`config.mk`:
```
export PLATFORM = sky130hd
export DESIGN_NAME = program_sequencer
export DESIGN_NICKNAME = d
export VERILOG_FILES = /design/src/design/program_sequencer.v /design/src/design/return_stack.v
export VERILOG_INCLUDE_DIRS = /design/src /design/src/design
export SDC_FILE = /design/constraint.sdc
export NUM_CORES = 1
export LEC_CHECK = 0
export BUFFER_PORTS_ARGS = -buffer_cell sky130_fd_sc_hd__buf_4
export CAP_MARGIN = 10
export CORE_MARGIN = 4
export CORE_UTILIZATION = 51
export DETAILED_ROUTE_END_ITERATION = 8
export PLACE_DENSITY = 0.76
export SETUP_SLACK_MARGIN = 0.3
export SYNTH_ARGS = -nofsm -noshare
export SYNTH_HDL_FRONTEND = slang
export SYNTH_SLANG_ARGS = --single-unit
```
`constraint.sdc`:
```
create_clock -name pclk -period 2.9 [get_ports pclk]
set_clock_uncertainty 0.2 [all_clocks]
set_input_delay 0.435 -clock pclk [delete_from_list [all_inputs] [get_ports pclk]]
set_output_delay 0.435 -clock pclk [all_outputs]
set_load 0.1 [all_outputs]
```
`src/design/sequencer_defs.vh`:
```
`ifndef SEQUENCER_DEFS_VH
`define SEQUENCER_DEFS_VH

// geometry
`define SEQ_AW          12
`define ROM_DW          15
`define PHASES          4
`define PHASE_LAST      2'h3
`define STACK_DEPTH     6
`define STACK_IW        3

// start-up period, in system clock periods
`define STARTUP_TSYS    1024
`define STARTUP_CYCLES  (`STARTUP_TSYS * 1)

// fixed vectors
`define VEC_RESET       12'h000
`define VEC_EXT_FIRST   12'h004
`define VEC_EXT_SECOND  12'h008
`define VEC_CNT_FIRST   12'h00C
`define VEC_CNT_SECOND  12'h010
`define VEC_TIME_BASE   12'h014
`define VEC_RTC         12'h018
`define LAST_PAGE       4'hF
`define IRQ_SOURCES     6

// register indices, byte address is four times the index
`define IDX_SEQ_LOW     6'h06
`define IDX_LOOK_PTR    6'h07
`define IDX_LOOK_HIGH   6'h08
`define IDX_IRQ_ENABLE  6'h10
`define IDX_STATUS      6'h11

// status word fields
`define ST_SEQ_LSB      0
`define ST_LEVEL_LSB    12
`define ST_BUSY_BIT     15
`define ST_HALT_BIT     16
`define ST_PEND_LSB     17

// operation codes from the decoder
`define OP_SEQ          4'h0
`define OP_SKIP         4'h1
`define OP_JUMP         4'h2
`define OP_CALL         4'h3
`define OP_SUB_RETURN   4'h4
`define OP_IRQ_RETURN   4'h5
`define OP_RD_CURRENT   4'h6
`define OP_RD_LAST      4'h7
`define OP_LOAD_LOW     4'h8
`define OP_HALT         4'h9

`endif

```
`src/design/program_sequencer.v`:
```
// Local design decision: the APB slave port.
`include "sequencer_defs.vh"

module program_sequencer #(
   parameter STARTUP_CYCLES = `STARTUP_CYCLES,
   parameter SST_W          = 11
) (
   // clock and reset
   input  wire                pclk,
   input  wire                presetn,
   // apb slave
   input  wire                psel,
   input  wire                penable,
   input  wire                pwrite,
   input  wire [7:0]          paddr,
   input  wire [31:0]         pwdata,
   output reg  [31:0]         prdata,
   output reg                 pready,
   output reg                 pslverr,
   // program rom
   output reg  [`SEQ_AW-1:0]  rom_addr,
   input  wire [`ROM_DW-1:0]  rom_data,
   // decoder
   output reg  [`ROM_DW-1:0]  exec_word,
   output reg  [`SEQ_AW-1:0]  exec_addr,
   output reg                 exec_valid,
   output reg  [1:0]          phase,
   input  wire [3:0]          op_code,
   input  wire [`SEQ_AW-1:0]  op_target,
   input  wire                skip_true,
   // lookup result
   output reg  [7:0]          lookup_low_byte,
   output reg                 lookup_low_valid,
   // interrupt sources
   input  wire                ext_irq_first_n,
   input  wire                ext_irq_second_n,
   input  wire                counter_first_ovf,
   input  wire                counter_second_ovf,
   input  wire                time_base_irq,
   input  wire                rtc_irq,
   output reg  [5:0]          irq_ack,
   // power
   input  wire                wake_pin,
   output reg                 halted
);

   localparam [31:0]      SST_FULL = STARTUP_CYCLES - 1;
   localparam [SST_W-1:0] SST_LOAD = SST_FULL[SST_W-1:0];
   localparam [1:0]       PH_ONE   = 2'h1;
   localparam [11:0]      SEQ_ONE  = 12'h001;

   reg  [`SEQ_AW-1:0] seq_reg;
   reg  [7:0]         look_ptr_reg;
   reg  [6:0]         look_high_reg;
   reg  [7:0]         low_val_reg;
   reg                low_pend_reg;
   reg  [5:0]         irq_en_reg;
   reg  [5:0]         pend_reg;
   reg                lookup_reg;
   reg                held_valid_reg;
   reg  [SST_W-1:0]   sst_cnt_reg;
   reg                busy_reg;
   reg  [2:0]         first_sync_reg;
   reg  [2:0]         second_sync_reg;
   reg  [1:0]         wake_sync_reg;

   reg  [`SEQ_AW-1:0] seq_next;
   reg  [`SEQ_AW-1:0] rom_next;
   reg                valid_next;
   reg                push;
   reg                pop;
   reg                look_start;
   reg                halt_go;
   reg                low_taken;
   reg  [5:0]         ack_next;
   reg  [2:0]         irq_sel;
   reg                irq_any;
   reg  [`SEQ_AW-1:0] irq_vec;
   reg  [`SEQ_AW-1:0] look_addr;
   reg  [31:0]        rd_next;
   reg                err_next;
   integer            k;

   wire               stack_full;
   wire [2:0]         stack_level;
   wire [`SEQ_AW-1:0] stack_top;
   wire [5:0]         irq_set;
   wire [5:0]         irq_ready;
   wire               running;
   wire               boundary;
   wire               apb_write;
   wire [5:0]         reg_idx;
   wire               op_moves;

   assign running   = !busy_reg && !halted;
   assign boundary  = running && (phase == `PHASE_LAST);
   assign apb_write = psel && penable && pready && pwrite;
   assign reg_idx   = paddr[7:2];
   assign irq_ready = pend_reg & irq_en_reg;
   // a false skip behaves like a plain sequential instruction
   assign op_moves  = exec_valid && (op_code != `OP_SEQ) &&
                      !(op_code == `OP_SKIP && !skip_true);

   // pins are synchronised; edges are taken from the second and third stages
   assign irq_set = {rtc_irq, time_base_irq, counter_second_ovf, counter_first_ovf,
                     second_sync_reg[2] & ~second_sync_reg[1],
                     first_sync_reg[2] & ~first_sync_reg[1]};

   return_stack #(
      .DEPTH (`STACK_DEPTH),
      .AW    (`SEQ_AW),
      .IW    (`STACK_IW)
   ) stack_u (
      .pclk      (pclk),
      .presetn   (presetn),
      .push      (push),
      .pop       (pop),
      .push_addr (seq_reg), // fetched word, not yet run
      .top_addr  (stack_top),
      .level_reg (stack_level),
      .full      (stack_full)
   );

   // lowest vector wins, others stay pending
   always @* begin
      irq_sel = 3'h0;
      irq_any = 1'b0;
      for (k = `IRQ_SOURCES - 1; k >= 0; k = k - 1) begin
         if (irq_ready[k]) begin
            irq_sel = k[2:0];
            irq_any = 1'b1;
         end
      end
      case (irq_sel)
         3'h0:    irq_vec = `VEC_EXT_FIRST;
         3'h1:    irq_vec = `VEC_EXT_SECOND;
         3'h2:    irq_vec = `VEC_CNT_FIRST;
         3'h3:    irq_vec = `VEC_CNT_SECOND;
         3'h4:    irq_vec = `VEC_TIME_BASE;
         3'h5:    irq_vec = `VEC_RTC;
         default: irq_vec = `VEC_RESET;
      endcase
   end

   always @* begin
      look_addr = {(op_code == `OP_RD_LAST) ? `LAST_PAGE : exec_addr[11:8], look_ptr_reg};
   end

   // decision taken at the end of each instruction cycle
   always @* begin
      seq_next   = seq_reg + SEQ_ONE;
      valid_next = 1'b1;
      push       = 1'b0;
      pop        = 1'b0;
      look_start = 1'b0;
      halt_go    = 1'b0;
      low_taken  = 1'b0;
      ack_next   = 6'h00;
      if (!boundary) begin
         seq_next   = seq_reg;
         valid_next = exec_valid;
      end else if (lookup_reg) begin
         // fetched word was held through the lookup cycle
         seq_next   = seq_reg;
         valid_next = held_valid_reg;
      end else if (op_moves) begin
         valid_next = 1'b0;
         case (op_code)
            `OP_SKIP:     seq_next = seq_reg + SEQ_ONE;
            `OP_JUMP:     seq_next = op_target;
            `OP_CALL: begin
               // a call on a full stack drops the oldest entry
               seq_next = op_target;
               push     = 1'b1;
            end
            `OP_SUB_RETURN, `OP_IRQ_RETURN: begin
               seq_next = stack_top;
               pop      = 1'b1;
            end
            `OP_RD_CURRENT, `OP_RD_LAST: look_start = 1'b1;
            `OP_LOAD_LOW: seq_next = {seq_reg[11:8], op_target[7:0]};
            `OP_HALT: begin
               seq_next = seq_reg;
               halt_go  = 1'b1;
            end
            default:      valid_next = 1'b1;
         endcase
      end else if (low_pend_reg) begin
         seq_next   = {seq_reg[11:8], low_val_reg};
         valid_next = 1'b0;
         low_taken  = 1'b1;
      end else if (irq_any && !stack_full) begin
         // full stack leaves the request pending until a return
         seq_next   = irq_vec;
         valid_next = 1'b0;
         push       = 1'b1;
         ack_next   = 6'h01 << irq_sel;
      end
      rom_next = look_start ? look_addr : seq_next;
   end

   // apb read mux and error decode
   always @* begin
      rd_next  = 32'h0000_0000;
      err_next = 1'b0;
      case (reg_idx)
         `IDX_SEQ_LOW:    rd_next[7:0] = exec_addr[7:0];
         `IDX_LOOK_PTR:   rd_next[7:0] = look_ptr_reg;
         `IDX_LOOK_HIGH: begin
            rd_next[6:0] = look_high_reg;
            err_next     = pwrite;
         end
         `IDX_IRQ_ENABLE: rd_next[5:0] = irq_en_reg;
         `IDX_STATUS: begin
            rd_next[`ST_SEQ_LSB+11:`ST_SEQ_LSB]     = seq_reg;
            rd_next[`ST_LEVEL_LSB+2:`ST_LEVEL_LSB] = stack_level;
            rd_next[`ST_BUSY_BIT]                  = busy_reg;
            rd_next[`ST_HALT_BIT]                  = halted;
            rd_next[`ST_PEND_LSB+5:`ST_PEND_LSB]   = pend_reg;
         end
         default: err_next = 1'b1;
      endcase
   end

   always @(posedge pclk or negedge presetn) begin
      if (!presetn) begin
         pready  <= 1'b0;
         prdata  <= 32'h0000_0000;
         pslverr <= 1'b0;
      end else begin
         // one access cycle per transfer
         pready  <= psel && !penable;
         prdata  <= (psel && !penable && !pwrite) ? rd_next : 32'h0000_0000;
         pslverr <= psel && !penable && err_next;
      end
   end

   always @(posedge pclk or negedge presetn) begin
      if (!presetn) begin
         look_ptr_reg <= 8'h00;
         irq_en_reg   <= 6'h00;
         low_val_reg  <= 8'h00;
         low_pend_reg <= 1'b0;
      end else begin
         if (apb_write && reg_idx == `IDX_LOOK_PTR) begin
            look_ptr_reg <= pwdata[7:0];
         end
         if (apb_write && reg_idx == `IDX_IRQ_ENABLE) begin
            irq_en_reg <= pwdata[5:0];
         end
         if (apb_write && reg_idx == `IDX_SEQ_LOW) begin
            low_val_reg  <= pwdata[7:0];
            low_pend_reg <= 1'b1;
         end else if (low_taken) begin
            low_pend_reg <= 1'b0;
         end
      end
   end

   always @(posedge pclk or negedge presetn) begin
      if (!presetn) begin
         first_sync_reg  <= 3'h7;
         second_sync_reg <= 3'h7;
         wake_sync_reg   <= 2'h0;
         pend_reg        <= 6'h00;
         irq_ack         <= 6'h00;
      end else begin
         first_sync_reg  <= {first_sync_reg[1:0], ext_irq_first_n};
         second_sync_reg <= {second_sync_reg[1:0], ext_irq_second_n};
         wake_sync_reg   <= {wake_sync_reg[0], wake_pin};
         // a new request in the acknowledge cycle survives
         pend_reg        <= (pend_reg & ~ack_next) | irq_set;
         irq_ack         <= ack_next;
      end
   end

   // start-up timer and halt
   always @(posedge pclk or negedge presetn) begin
      if (!presetn) begin
         sst_cnt_reg <= SST_LOAD;
         busy_reg    <= 1'b1;
         halted      <= 1'b0;
      end else if (halted) begin
         if (wake_sync_reg[1]) begin
            halted      <= 1'b0;
            busy_reg    <= 1'b1;
            sst_cnt_reg <= SST_LOAD;
         end
      end else if (busy_reg) begin
         if (sst_cnt_reg == {SST_W{1'b0}}) begin
            busy_reg <= 1'b0;
         end else begin
            sst_cnt_reg <= sst_cnt_reg - {{(SST_W-1){1'b0}}, 1'b1};
         end
      end else if (halt_go) begin
         halted <= 1'b1;
      end
   end

   always @(posedge pclk or negedge presetn) begin
      if (!presetn) begin
         seq_reg          <= `VEC_RESET;
         rom_addr         <= `VEC_RESET;
         phase            <= 2'h0;
         exec_word        <= {`ROM_DW{1'b0}};
         exec_addr        <= `VEC_RESET;
         exec_valid       <= 1'b0;
         lookup_reg       <= 1'b0;
         held_valid_reg   <= 1'b0;
         look_high_reg    <= 7'h00;
         lookup_low_byte  <= 8'h00;
         lookup_low_valid <= 1'b0;
      end else begin
         lookup_low_valid <= 1'b0;
         if (!running) begin
            phase <= 2'h0;
         end else begin
            phase <= phase + PH_ONE;
         end
         if (boundary) begin
            seq_reg    <= seq_next;
            rom_addr   <= rom_next;
            exec_valid <= valid_next;
            lookup_reg <= look_start;
            if (lookup_reg) begin
               look_high_reg    <= rom_data[14:8];
               lookup_low_byte  <= rom_data[7:0];
               lookup_low_valid <= 1'b1;
            end else if (look_start) begin
               // keep the fetched word and run it after the lookup cycle
               exec_word      <= rom_data;
               exec_addr      <= seq_reg;
               held_valid_reg <= 1'b1;
               seq_reg        <= seq_reg + SEQ_ONE;
               rom_addr       <= look_addr;
            end else begin
               exec_word <= rom_data;
               exec_addr <= seq_reg;
            end
         end
      end
   end

endmodule

```
`src/design/return_stack.v`:
```
`include "sequencer_defs.vh"

module return_stack #(
   parameter DEPTH = `STACK_DEPTH,
   parameter AW    = `SEQ_AW,
   parameter IW    = `STACK_IW
) (
   // clock and reset
   input  wire          pclk,
   input  wire          presetn,
   // stack operations
   input  wire          push,
   input  wire          pop,
   input  wire [AW-1:0] push_addr,
   // state
   output wire [AW-1:0] top_addr,
   output reg  [IW-1:0] level_reg,
   output wire          full
);

   localparam [31:0]   DEPTH_W    = DEPTH;
   localparam [IW-1:0] FULL_LEVEL = DEPTH_W[IW-1:0];
   localparam [IW-1:0] ONE        = {{(IW-1){1'b0}}, 1'b1};

   wire [AW-1:0] entry [0:DEPTH];

   assign entry[DEPTH] = {AW{1'b0}};
   assign top_addr     = entry[0];
   assign full         = (level_reg == FULL_LEVEL);

   // shift structure: a push past the last level drops the oldest entry
   genvar i;
   generate
      for (i = 0; i < DEPTH; i = i + 1) begin : level_g
         reg [AW-1:0] slot_reg;
         assign entry[i] = slot_reg;
         always @(posedge pclk or negedge presetn) begin
            if (!presetn) begin
               slot_reg <= {AW{1'b0}};
            end else if (push) begin
               if (i == 0) begin
                  slot_reg <= push_addr;
               end else begin
                  slot_reg <= entry[i-1];
               end
            end else if (pop) begin
               slot_reg <= entry[i+1];
            end
         end
      end
   endgenerate

   always @(posedge pclk or negedge presetn) begin
      if (!presetn) begin
         level_reg <= {IW{1'b0}};
      end else if (push && !full) begin
         level_reg <= level_reg + ONE;
      end else if (pop && !push && level_reg != {IW{1'b0}}) begin
         level_reg <= level_reg - ONE;
      end
   end

endmodule

```
Word level (Yosys, flattened, before mapping)
Cells that the tools add are included.
Widths: inputs -> output; s select.
Word-level totals
  flip-flop bits (word level): 228
  bits of input ports: 84
  output and inout port bits: 92
Cells by class
  bitwise operators: 9
  mux-type cells: 93
  equality and inequality tests: 23
  reductions and logical operators: 43
  shift operators: 1
  $add $sub $neg: 5
Operators by type and width (number)
  $mux 12: 21
  $pmux 12 s4: 1
  $mux 1: 45
  $mux 11: 4
  $mux 6: 5
  $pmux 5 s6: 1
  $pmux 6 s5: 1
  $mux 3: 8
  $mux 23: 1
  $logic_and 1x1->1: 18
  $eq 4x3->1 const B: 4
  $mux 15: 1
  $add 12x1->12 const B: 1
  $and 6x6->6: 2
  $eq 6x3->1 const B: 2
  $eq 6x5->1 const B: 2
  $logic_not 11->1: 1
  $sub 11x1->11 const B: 1
  $eq 3x3->1 const B: 3
  $reduce_or 9->1: 1
  $eq 4x2->1 const B: 2
  $eq 4x4->1 const B: 2
  $logic_not 1->1: 8
  $reduce_bool 2->1: 4
  other kinds (27): 35

Logic depth before layout (Yosys ltp)
Gate-level depths: netlist of the first run.
  depth after elaboration: 18
  mapped depth: 12
  depth with buffers taken out: 9

Cells and area by module
Synthesis of the first run repeated with hierarchy kept, for this count alone.
Unflattened totals
  cells, all modules: 1110
  area, all modules: 11031.8 um^2
Modules (own cells, without submodules)
  program_sequencer: times used 1, area an instance 7548.5 um^2, cells each 776
  return_stack: times used 1, area an instance 3483.3 um^2, cells each 334

Least setup slack after synthesis of the first run
No wires, ideal clock.
  path type: register to register
  start: register phase[0]
  end: register stack_u.level_reg[2]
  arrival: 3.285 ns
  setup time: 0.087 ns
  period minus slack after synthesis: 3.572 ns
  cell stages (with the launch flop): 13
  path slack: -0.672 ns
  required time: 2.613 ns
  cell sequence: dfrtp_1 -> ha_1 -> or3b_1 -> clkbuf_1 -> nor2_4 -> and2_1 -> buf_6 -> buf_2 -> o21ai_0 -> fa_1 -> nor4_1 -> a21oi_1 -> o211ai_1
On the way
  word-level cells in the longest chain between the ends: 7
  elaborated cells between the ends (all ways): 10
  those cells by class: eq/ne (1); mux (3); reduce/logical (6)
RTL lines
  start, declared: RTL line program_sequencer.v:27  | output reg [1:0] phase,
  start signal, assigned: RTL line program_sequencer.v:318  | phase <= phase + PH_ONE;
  $eq 2x2->1 (no source line) *
  $logic_and 1x1->1 *: RTL line program_sequencer.v:96  | assign boundary = running && (phase == `PHASE_LAST);
  $mux 1: RTL line program_sequencer.v:159  | if (!boundary) begin
  $logic_not 1->1: RTL line return_stack.v:58  | end else if (pop && !push && level_reg != {IW{1'b0}}) begin
  $logic_and 1x1->1 (2 in a row): RTL line return_stack.v:58
  $reduce_bool 2->1 (no source line)
  end signal, assigned: RTL line return_stack.v:55  | level_reg <= {IW{1'b0}};
  end signal, assigned: RTL line return_stack.v:57  | level_reg <= level_reg + ONE;
  end signal, assigned: RTL line return_stack.v:59  | level_reg <= level_reg - ONE;
  end, declared: RTL line return_stack.v:17  | output reg [IW-1:0] level_reg,
Every way passes the cells marked *; elsewhere a longest branch is shown, timed or not.
A chain may end at the register's enable or synchronous reset.

Worst setup path in the final report of the first run
  start: register irq_en_reg[4]
  end: register stack_u.level_reg[2]
On the way
  word-level cells in the longest chain between the ends: 16
  elaborated cells between the ends (all ways): 18
  those cells by class: mux (11); bitwise (1); reduce/logical (6)
RTL lines
  start, declared: RTL line program_sequencer.v:57  | reg [5:0] irq_en_reg;
  start signal, assigned: RTL line program_sequencer.v:249  | irq_en_reg <= pwdata[5:0];
  $and 6x6->6 *: RTL line program_sequencer.v:99  | assign irq_ready = pend_reg & irq_en_reg;
  $mux 1 * (5 in a row): RTL line program_sequencer.v:129  | if (irq_ready[k]) begin
  $logic_and 1x1->1 *: RTL line program_sequencer.v:192  | end else if (irq_any && !stack_full) begin
  $mux 1 *: RTL line program_sequencer.v:192
  $mux 1 *: RTL line program_sequencer.v:188  | end else if (low_pend_reg) begin
  $mux 1 *: RTL line program_sequencer.v:166  | end else if (op_moves) begin
  $mux 1 *: RTL line program_sequencer.v:162  | end else if (lookup_reg) begin
  $mux 1 *: RTL line program_sequencer.v:159
  $logic_not 1->1: RTL line return_stack.v:58
  $logic_and 1x1->1 (2 in a row): RTL line return_stack.v:58
  $reduce_bool 2->1 (no source line)
Marked as above.

==> impl_summary.md, run 1 <==
Run status
The flow ran to the end, but the final reports show violations. The final reports fail on design-rule violations.

STA
The number of hold violations in the final report is 0. Setup slack on the critical path of the routed design comes to roughly 0.33 ns. The setup violation total in the final timing report is 0. The maximum clock frequency is just under 0.4 GHz.

The worst hold slack is 0.02625 ns. Setup repair after global routing could not meet its margin everywhere. The worst relative slew slack is between 50 and 60%. The final clock period utilization by the worst path is between 80% and 90%. The final critical-path required period is around 2.6 ns.

The number of max-slew violations in the final report was 0. The slew at the pin closest to its max-slew limit is around 0.7 ns.

Pwr
For this design the ratio of total power to cell area is about 940 mW/mm^2. Net switching is a little under half of the power. The cell-internal power is 6963 uW. In this run the static leakage power is 0.006730 uW.

The power after layout is about 13000 uW. The power spent charging and discharging nets is 5816 uW. The clock network is responsible for 23.4% of the overall power. The worst IR drop on VDD is around 0.58 mV. The share of total power dissipated in combinational logic is 42.9%. The sequential share of power is approximately a third.

Floorplan
The number of rows in the core area is 52. The starting utilization of the core area is between 50% and 60%. The total area inside the core boundary comes to between 0.02 and 0.025 mm^2. The width of the chip is ~150 um. ~180 I/O pins were placed.

The die is between 150 and 200 um tall. The die covers between 0.02 and 0.025 mm^2.

Synth
The leading register cell type out of synthesis is sky130_fd_sc_hd__dfrtp_1. Counting distinct cell types in the post-synthesis netlist gives between 70 and 80. The top-area cell type share of the netlist area is 49.01%.

The average footprint of a synthesized cell is between 10 and 15 um^2. The cell area after synthesis is ~0.011 mm^2. Of the synthesized area, sequential elements account for a little over half.

The total of warnings raised by yosys is 0. The post-synthesis async set-or-reset flop share is 100.0%. The synthesized design contains 0 enable-type register cells. The cell taking the most area after synthesis is sky130_fd_sc_hd__dfrtp_1. The number of standard cells after synthesis is roughly 1100. In the post-synthesis netlist, the biggest area contributors are sky130_fd_sc_hd__dfrtp_1 (49%), sky130_fd_sc_hd__a222oi_1 (5.7%), sky130_fd_sc_hd__nand2_1 (5.6%), sky130_fd_sc_hd__dfstp_2 (4.1%), sky130_fd_sc_hd__mux2_2 (3.0%). The synthesized flop and latch total is about 230.

Cells and area
The top cell types in the final layout, fill and taps aside, are sky130_fd_sc_hd__dfrtp_1 (205), sky130_fd_sc_hd__buf_4 (202), sky130_fd_sc_hd__nand2_1 (161), sky130_fd_sc_hd__inv_1 (78), sky130_fd_sc_hd__a222oi_1 (61). The number of antenna diodes in the final layout is 0. From synthesis to final layout, the design area changed by 26.32%. The library cell used most frequently in the layout, excluding fill and tap cells, is sky130_fd_sc_hd__dfrtp_1. The share of layout cells above drive strength 1 is 26.42%. The finished layout holds between 1500 and 2000 standard cells, fillers aside. The flip-flop count of the largest register, all copies and words added is 60. For this run, the post-layout net count is 1354.

Setup path
The cell type group with the largest total delay on the critical path is compound AO/OA/AOI/OAI gates. The required time of the critical path is between 3 and 4 ns. In this run the register-to-register setup slack is 0.33 ns. The largest incremental delay on the critical path is 0.44 ns. The startpoint type of the worst setup path is a flop. The signal arrival time at the worst endpoint is between 2 and 3 ns. The type of the worst setup path is flop to flop. The worst reg-to-reg path cell count is 10. The endpoint kind of the worst setup timing path is a flop. Along the worst path, the maximum fanout reaches 5. The number of buffers and inverters on the critical path is 1. The worst register-to-register path begins at irq_en_reg[4]. Traced cell by cell, the critical path runs through a222oi_1 -> buf_4 -> a211o_2 -> o32ai_4 -> and2_4 -> o21ai_4 -> fa_2 -> o21ai_2 -> a21o_1 -> o211ai_1. The origin of the worst setup path is irq_en_reg[4]. The worst register-to-register path ends at stack_u.level_reg[2]. The master of the slowest instance on the critical path is sky130_fd_sc_hd__fa_2.

Place
The total instance count after detailed placement is around 1500. The post-placement worst setup slack is between 0.1 and 0.15 ns. The wire-length estimate of the detail-placed layout is between 20 and 25 mm. At the end of routability-driven placement, the weighted congestion stood at approximately 0.93. The count of input and output buffers is 140.

Clock tree
The count of H-tree levels built during CTS is 1. The later pin in the worst-skew pair is clocked with a latency of approximately 0.51 ns. TritonCTS built the clock tree. The clock passes through at most 3 buffers.

The number of clock buffers added by TritonCTS is 24. The clock transition time at the flip-flop clock pins of the worst setup and hold paths is 0.06 ns. The root buffer cell chosen for the clock tree is sky130_fd_sc_hd__clkbuf_16. The number of clock sinks is around 230.

Detailed routing
In the routed layout, each cell is associated on average with a via count of 5.980. For this block, the via count after detailed routing is roughly 9300. The number of remaining DRC errors is 3. The number of antenna-violating nets in the routed design is 0. The total length of routed wires is between 30 and 40 mm.

The post-detailed-route wirelength per cell is around 19 um. The initial DRC count is between 1000 and 1500. The number of search-and-repair iterations in the first detailed-routing pass is 9.

Worst hold path
For hold timing, the worst endpoint is pslverr. The classification of the worst-slack hold path is input pin to flop. Along the worst hold path, the cell count comes to 3.

The worst min-delay path startpoint is penable.

Global routing
The via count of the first global-routing pass is approximately 9200. Entering global routing, the biggest net connects 90 pins. The busiest layer in global routing is met2.

The wire length of the first global-routing pass is between 40 and 50 mm. The global router's overall resource usage is about a quarter. For this run the aggregate overflow at the end of global routing stands at 0.

The met2 demand-to-capacity share in global routing is between 40% and 50%. The met1 capacity usage during global routing is roughly 33%. The number of antenna violations at the first check in global routing came to 0.

In the global route stage, met3 resource usage came out at 4.297%.

Flow run
The number of violations of the max-capacitance limit is 0.
[Yosys cell counts, types with 10 or more instances]
cell type	n
sky130_fd_sc_hd__inv_1	78
sky130_fd_sc_hd__mux2i_1	17
sky130_fd_sc_hd__a222oi_1	61
sky130_fd_sc_hd__and2_1	15
sky130_fd_sc_hd__mux2_2	29
sky130_fd_sc_hd__nor2_1	55
sky130_fd_sc_hd__nor3_1	15
sky130_fd_sc_hd__or3_1	10
sky130_fd_sc_hd__a21oi_1	43
sky130_fd_sc_hd__dfrtp_1	211
sky130_fd_sc_hd__o21ai_0	61
sky130_fd_sc_hd__nand2_1	162
sky130_fd_sc_hd__nand3_1	21
sky130_fd_sc_hd__buf_4	10
sky130_fd_sc_hd__dfstp_2	17
sky130_fd_sc_hd__nand2b_1	10
sky130_fd_sc_hd__o211ai_1	10
sky130_fd_sc_hd__clkbuf_1	53
sky130_fd_sc_hd__buf_2	16
[how the worst max path moves through the flow]
stage,endpoint,cells after the start
after global routing,stack_u.level_reg[1],8
after floorplan,stack_u.level_reg[1],11
after CTS,stack_u.level_reg[1],8
after detailed placement,stack_u.level_reg[2],10
after global placement,stack_u.level_reg[2],10
final,stack_u.level_reg[2],10
[metal layers]
layer	part of all wire, %	up-vias
met4	3.7	0
met2	47	447
met5	0	-
met1	41	4529
met3	8.2	80
li1	-	4231
[metrics by stage]
stage / cell area [um^2] / util [%] / TNS, ns
floorplan: 10860 / - / -0.2384
global placement: 12320 / 60.10 / 0
detailed placement: 12320 / 60.10 / 0
CTS: 13490 / 65.82 / 0
global route: 13610 / 66.40 / 0
finish: 13610 / 66.40 / 0
[worst register-to-register path, delay by kind of cell, from the launching register on]
family / cells / cell delay [ns]
flip-flops: 1 / 0.43
adder cells (fa/ha/maj): 1 / 0.44
AND/OR/NAND/NOR: 1 / 0.22
AO/OA/AOI/OAI: 7 / 0.99
buffers and inverters: 1 / 0.17
[cell type report]
cell class | count | area (um^2)
fill | 1592 | 6887
sequential | 228 | 5742
multi-input combinational | 687 | 4441
timing repair buffer | 246 | 2018
clock buffer | 33 | 695.7
tap | 270 | 337.8
inverter | 79 | 296.5
clock inverter | 10 | 77.57
[power by group through the flow]
stage          registers, uW  clock network (uW)  logic (uW)
6_report                4310                2990        5480
5_1_grt                 4370                3160        5760
2_1_floorplan           6600                   0        1650
3_5_place_dp            4350                   0        5350
4_1_cts                 4300                3030        5430
3_3_place_gp            4320                   0        5270
[what timing repair did]
item / in CTS / in global routing
gates resized for setup: 6 / 22
endpoints found under the setup margin: 14 / 47
hold buffers: 33 / 0
endpoints found under the hold margin: 110 / 0
buffers inserted: 6 / 6
pin swaps: 2 / 26
[cell families after synthesis]
group,after synthesis,share of synthesized area [%]
and+or+nand+nor,346,15.35
AOI/OAI and AO/OA,263,17.77
DFF,228,53.16
muxes,54,5.447
other,1,0.03481
xor gates and xnor gates,11,0.8943
adders and majority gates,4,0.5343
buffers and inverters,166,6.806
Power figures use the tool's default switching activity.
==> run 2: changes to the inputs <==
--- a/config.mk
+++ b/config.mk
@@ -11,6 +11,7 @@
 export CORE_MARGIN = 4
 export CORE_UTILIZATION = 51
 export DETAILED_ROUTE_END_ITERATION = 8
+export MAX_ROUTING_LAYER = met4
 export PLACE_DENSITY = 0.76
 export SETUP_SLACK_MARGIN = 0.3
 export SYNTH_ARGS = -nofsm -noshare
==> impl_summary.md, run 2 (synthesis results as in run 1) <==
Run status
The flow ran to the end, and the final reports show no timing, DRC or antenna violations.

Detailed routing
For this block, the initial DRC count from the detailed router was about 1100. After detailed routing, the average wire length per cell comes to between 15 and 20 um. The number of remaining DRC errors is 0.

The number of antenna-violating nets in the routed design is 0. The routed design has 30.07 mm of wire. The total via count in the routed design is about 9300.

The number of search-and-repair iterations in the first detailed-routing pass is 9. The average vias per placed instance is approximately 6.0.

Setup path
Of all nets on the critical path, the largest fanout is 6. The worst setup path is of the flop to flop kind. The required time of the critical path is 3.08 ns.

The endpoint kind of the worst setup timing path is a flop. The largest incremental delay on the critical path is ~0.44 ns. The worst reg-to-reg path cell count is 9. The worst register-to-register path ends at stack_u.level_reg[2]. The startpoint type of the worst setup path is a flop. The critical path goes through and3b_1 -> a211o_2 -> o32ai_2 -> and2_4 -> o21ai_2 -> fa_2 -> o21ai_0 -> a21o_1 -> o211ai_1. In this design, the largest share of critical-path delay is due to compound AO/OA/AOI/OAI gates. Data arrives at the worst endpoint at around 2.7 ns. The critical register-to-register path startpoint is stack_u.level_reg[1]. The master of the slowest instance on the critical path is sky130_fd_sc_hd__dfrtp_2. The setup check on the worst reg-to-reg path leaves a slack of ~0.38 ns.

The total buffers and inverters traversed by the critical path is 0.

Worst hold path
The worst min-delay path startpoint is penable. The capture endpoint of the worst hold path is pslverr. The classification of the worst-slack hold path is input pin to flop. The number of cells traversed by the worst hold path is 3.

Floorplan
The die covers about 0.024 mm^2. The starting utilization of the core area is a little over half. The width of the chip is 153.3 um. In this run the vertical extent of the chip is between 150 and 200 um. The core region area is 0.02049 mm^2. The number of top-level pins is 176. The floorplan has 52 rows.

Clock tree
In this run, CTS created clock tree buffers numbering 25. The clock reaches the later pin of the worst-skew pair after ~0.53 ns. The maximum buffer depth of the clock tree is 3.

TritonCTS built the clock tree. In this run the number of H-tree levels came out at 1. The number of clock sinks is 228.

Clock-pin slew was measured on the worst setup and hold paths at roughly 0.06 ns. The tree is rooted in a sky130_fd_sc_hd__clkbuf_16.

STA
Across all hold checks on the routed design, the worst slack comes to 0.01888 ns. The maximum clock frequency is between 0.3 and 0.4 GHz. The worst relative slew slack is 52.75%. The setup violation total in the final timing report is 0. The slew at the pin closest to its max-slew limit is 0.7087 ns. The number of hold violations in the final report was 0. Setup repair after global routing could not meet its margin everywhere. The final critical-path required period is between 2 and 3 ns. The number of max-slew violations in the final report is 0.

The final critical path takes up roughly 87% of the cycle.

Cells and area
The fill cell instance count of the final layout is roughly 1500. The relative area change from synthesis to final layout is 26.91%. The number of antenna diodes in the final layout is 0. The flip-flop count of the largest register, all copies and words added is 60. The share of layout cells above drive strength 1 is around a quarter. The utilization after layout is 66.71%.

In the layout the commonest cells are sky130_fd_sc_hd__dfrtp_1 (206), sky130_fd_sc_hd__buf_4 (206), sky130_fd_sc_hd__nand2_1 (162), sky130_fd_sc_hd__inv_1 (78), sky130_fd_sc_hd__a222oi_1 (61). The summed area of non-filler cells in the final layout is around 0.014 mm^2. The layout net count is 1354.

Global routing
The wire length of the first global-routing pass is between 40 and 50 mm. The number of antenna violations at the first check in global routing is 0. Global routing used between 20% and 30% of the available tracks across all layers. For this run the aggregate overflow at the end of global routing stands at 0. The pin count of the biggest net entering global routing is 94.

The via count of the first global-routing pass is 9162.

Pwr
Combinational logic is responsible for between 40% and 50% of the overall power. The clock network accounts for between 20% and 30% of the total power. The worst IR drop on VDD is around 0.64 mV. The design draws 13190 uW. The internal portion of the total power is 7293 uW. The power spent charging and discharging nets is just under 6000 uW. Of the total power, the share spent switching nets is roughly 45%.

Sequential cells burn between 30 and 40% of the power. The leakage power total is 0.006751 uW. The cell area power density is between 900 and 1000 mW/mm^2.

Flow run
Max-cap violations in this run came to 0.

Place
The final HPWL from detailed placement is between 20 and 25 mm. The placer's final routability congestion estimate is around 0.94. The post-detailed-placement cell area is about 0.012 mm^2. The count of input and output buffers is 140.
[run 2: area by class of cell]
cell class	count	area, um^2	area share [%]
Multi-Input combinational cell	687	4408	32.24
Inverter	79	296.5	2.169
Clock buffer	29	670.6	4.905
Sequential cell	228	5741	41.99
Tap cell	270	337.8	2.471
Clock inverter	17	226.5	1.656
Timing Repair Buffer	245	1992	14.57
[run 2: repair_timing]
action                                  4_1_cts  5_1_grt
endpoints found under the setup margin       11       19
hold buffers                                 33        0
endpoints found under the hold margin       143        0
resized for setup                             1        8
pin swaps                                     2        4
setup buffers                                 3        5
[run 2: worst reg2reg max path: cells and delay by family (launching register included)]
family          cells  cell delay (ns)
compound gates      6             0.91
fa+ha+maj           1             0.37
simple gates        2             0.45
flops               1             0.44
[run 2: worst max path at each step]
| stage | start | endpoint | slack (ns) | cells past startpoint |
|---|---|---|---|---|
| detailed placement | op_code[2] | stack_u.level_reg[1] | 0.15 | 9 |
| finish | stack_u.level_reg[1] | stack_u.level_reg[2] | 0.38 | 9 |
| floorplan | halted | stack_u.level_reg[1] | -0.12 | 11 |
| global placement | op_code[2] | stack_u.level_reg[1] | 0.17 | 9 |
| CTS | phase[0] | pend_reg[5] | 0.30 | 8 |
| global route | pend_reg[4] | stack_u.level_reg[1] | 0.26 | 9 |
[run 2: power by group through the flow]
stage	clock network [uW]	logic [uW]	registers (uW)
after floorplan	0	1650	6600
after global placement	0	5270	4330
after detailed placement	0	5340	4360
after CTS	3470	5410	4310
after global routing	3600	5730	4390
final	3420	5450	4320
[run 2: layer usage]
metal  GRT usage [%]  vias to the layer above  wire length (um)
met5               -                        -                 0
met4           9.041                        0              1203
met3           4.241                       92              2049
met2           39.55                      382             14220
met1           34.02                     4638             12590
li1                -                     4229                 -
[run 2: stage by stage]
step / worst slack (ns) / cells / setup TNS, ns
2_1_floorplan: -0.1211 / 1081 / -0.2384
3_3_place_gp: 0.1674 / 1468 / 0
3_5_place_dp: 0.1528 / 1468 / 0
4_1_cts: 0.3040 / 1550 / 0
5_1_grt: 0.2590 / 1555 / 0
6_report: 0.3820 / 1555 / 0
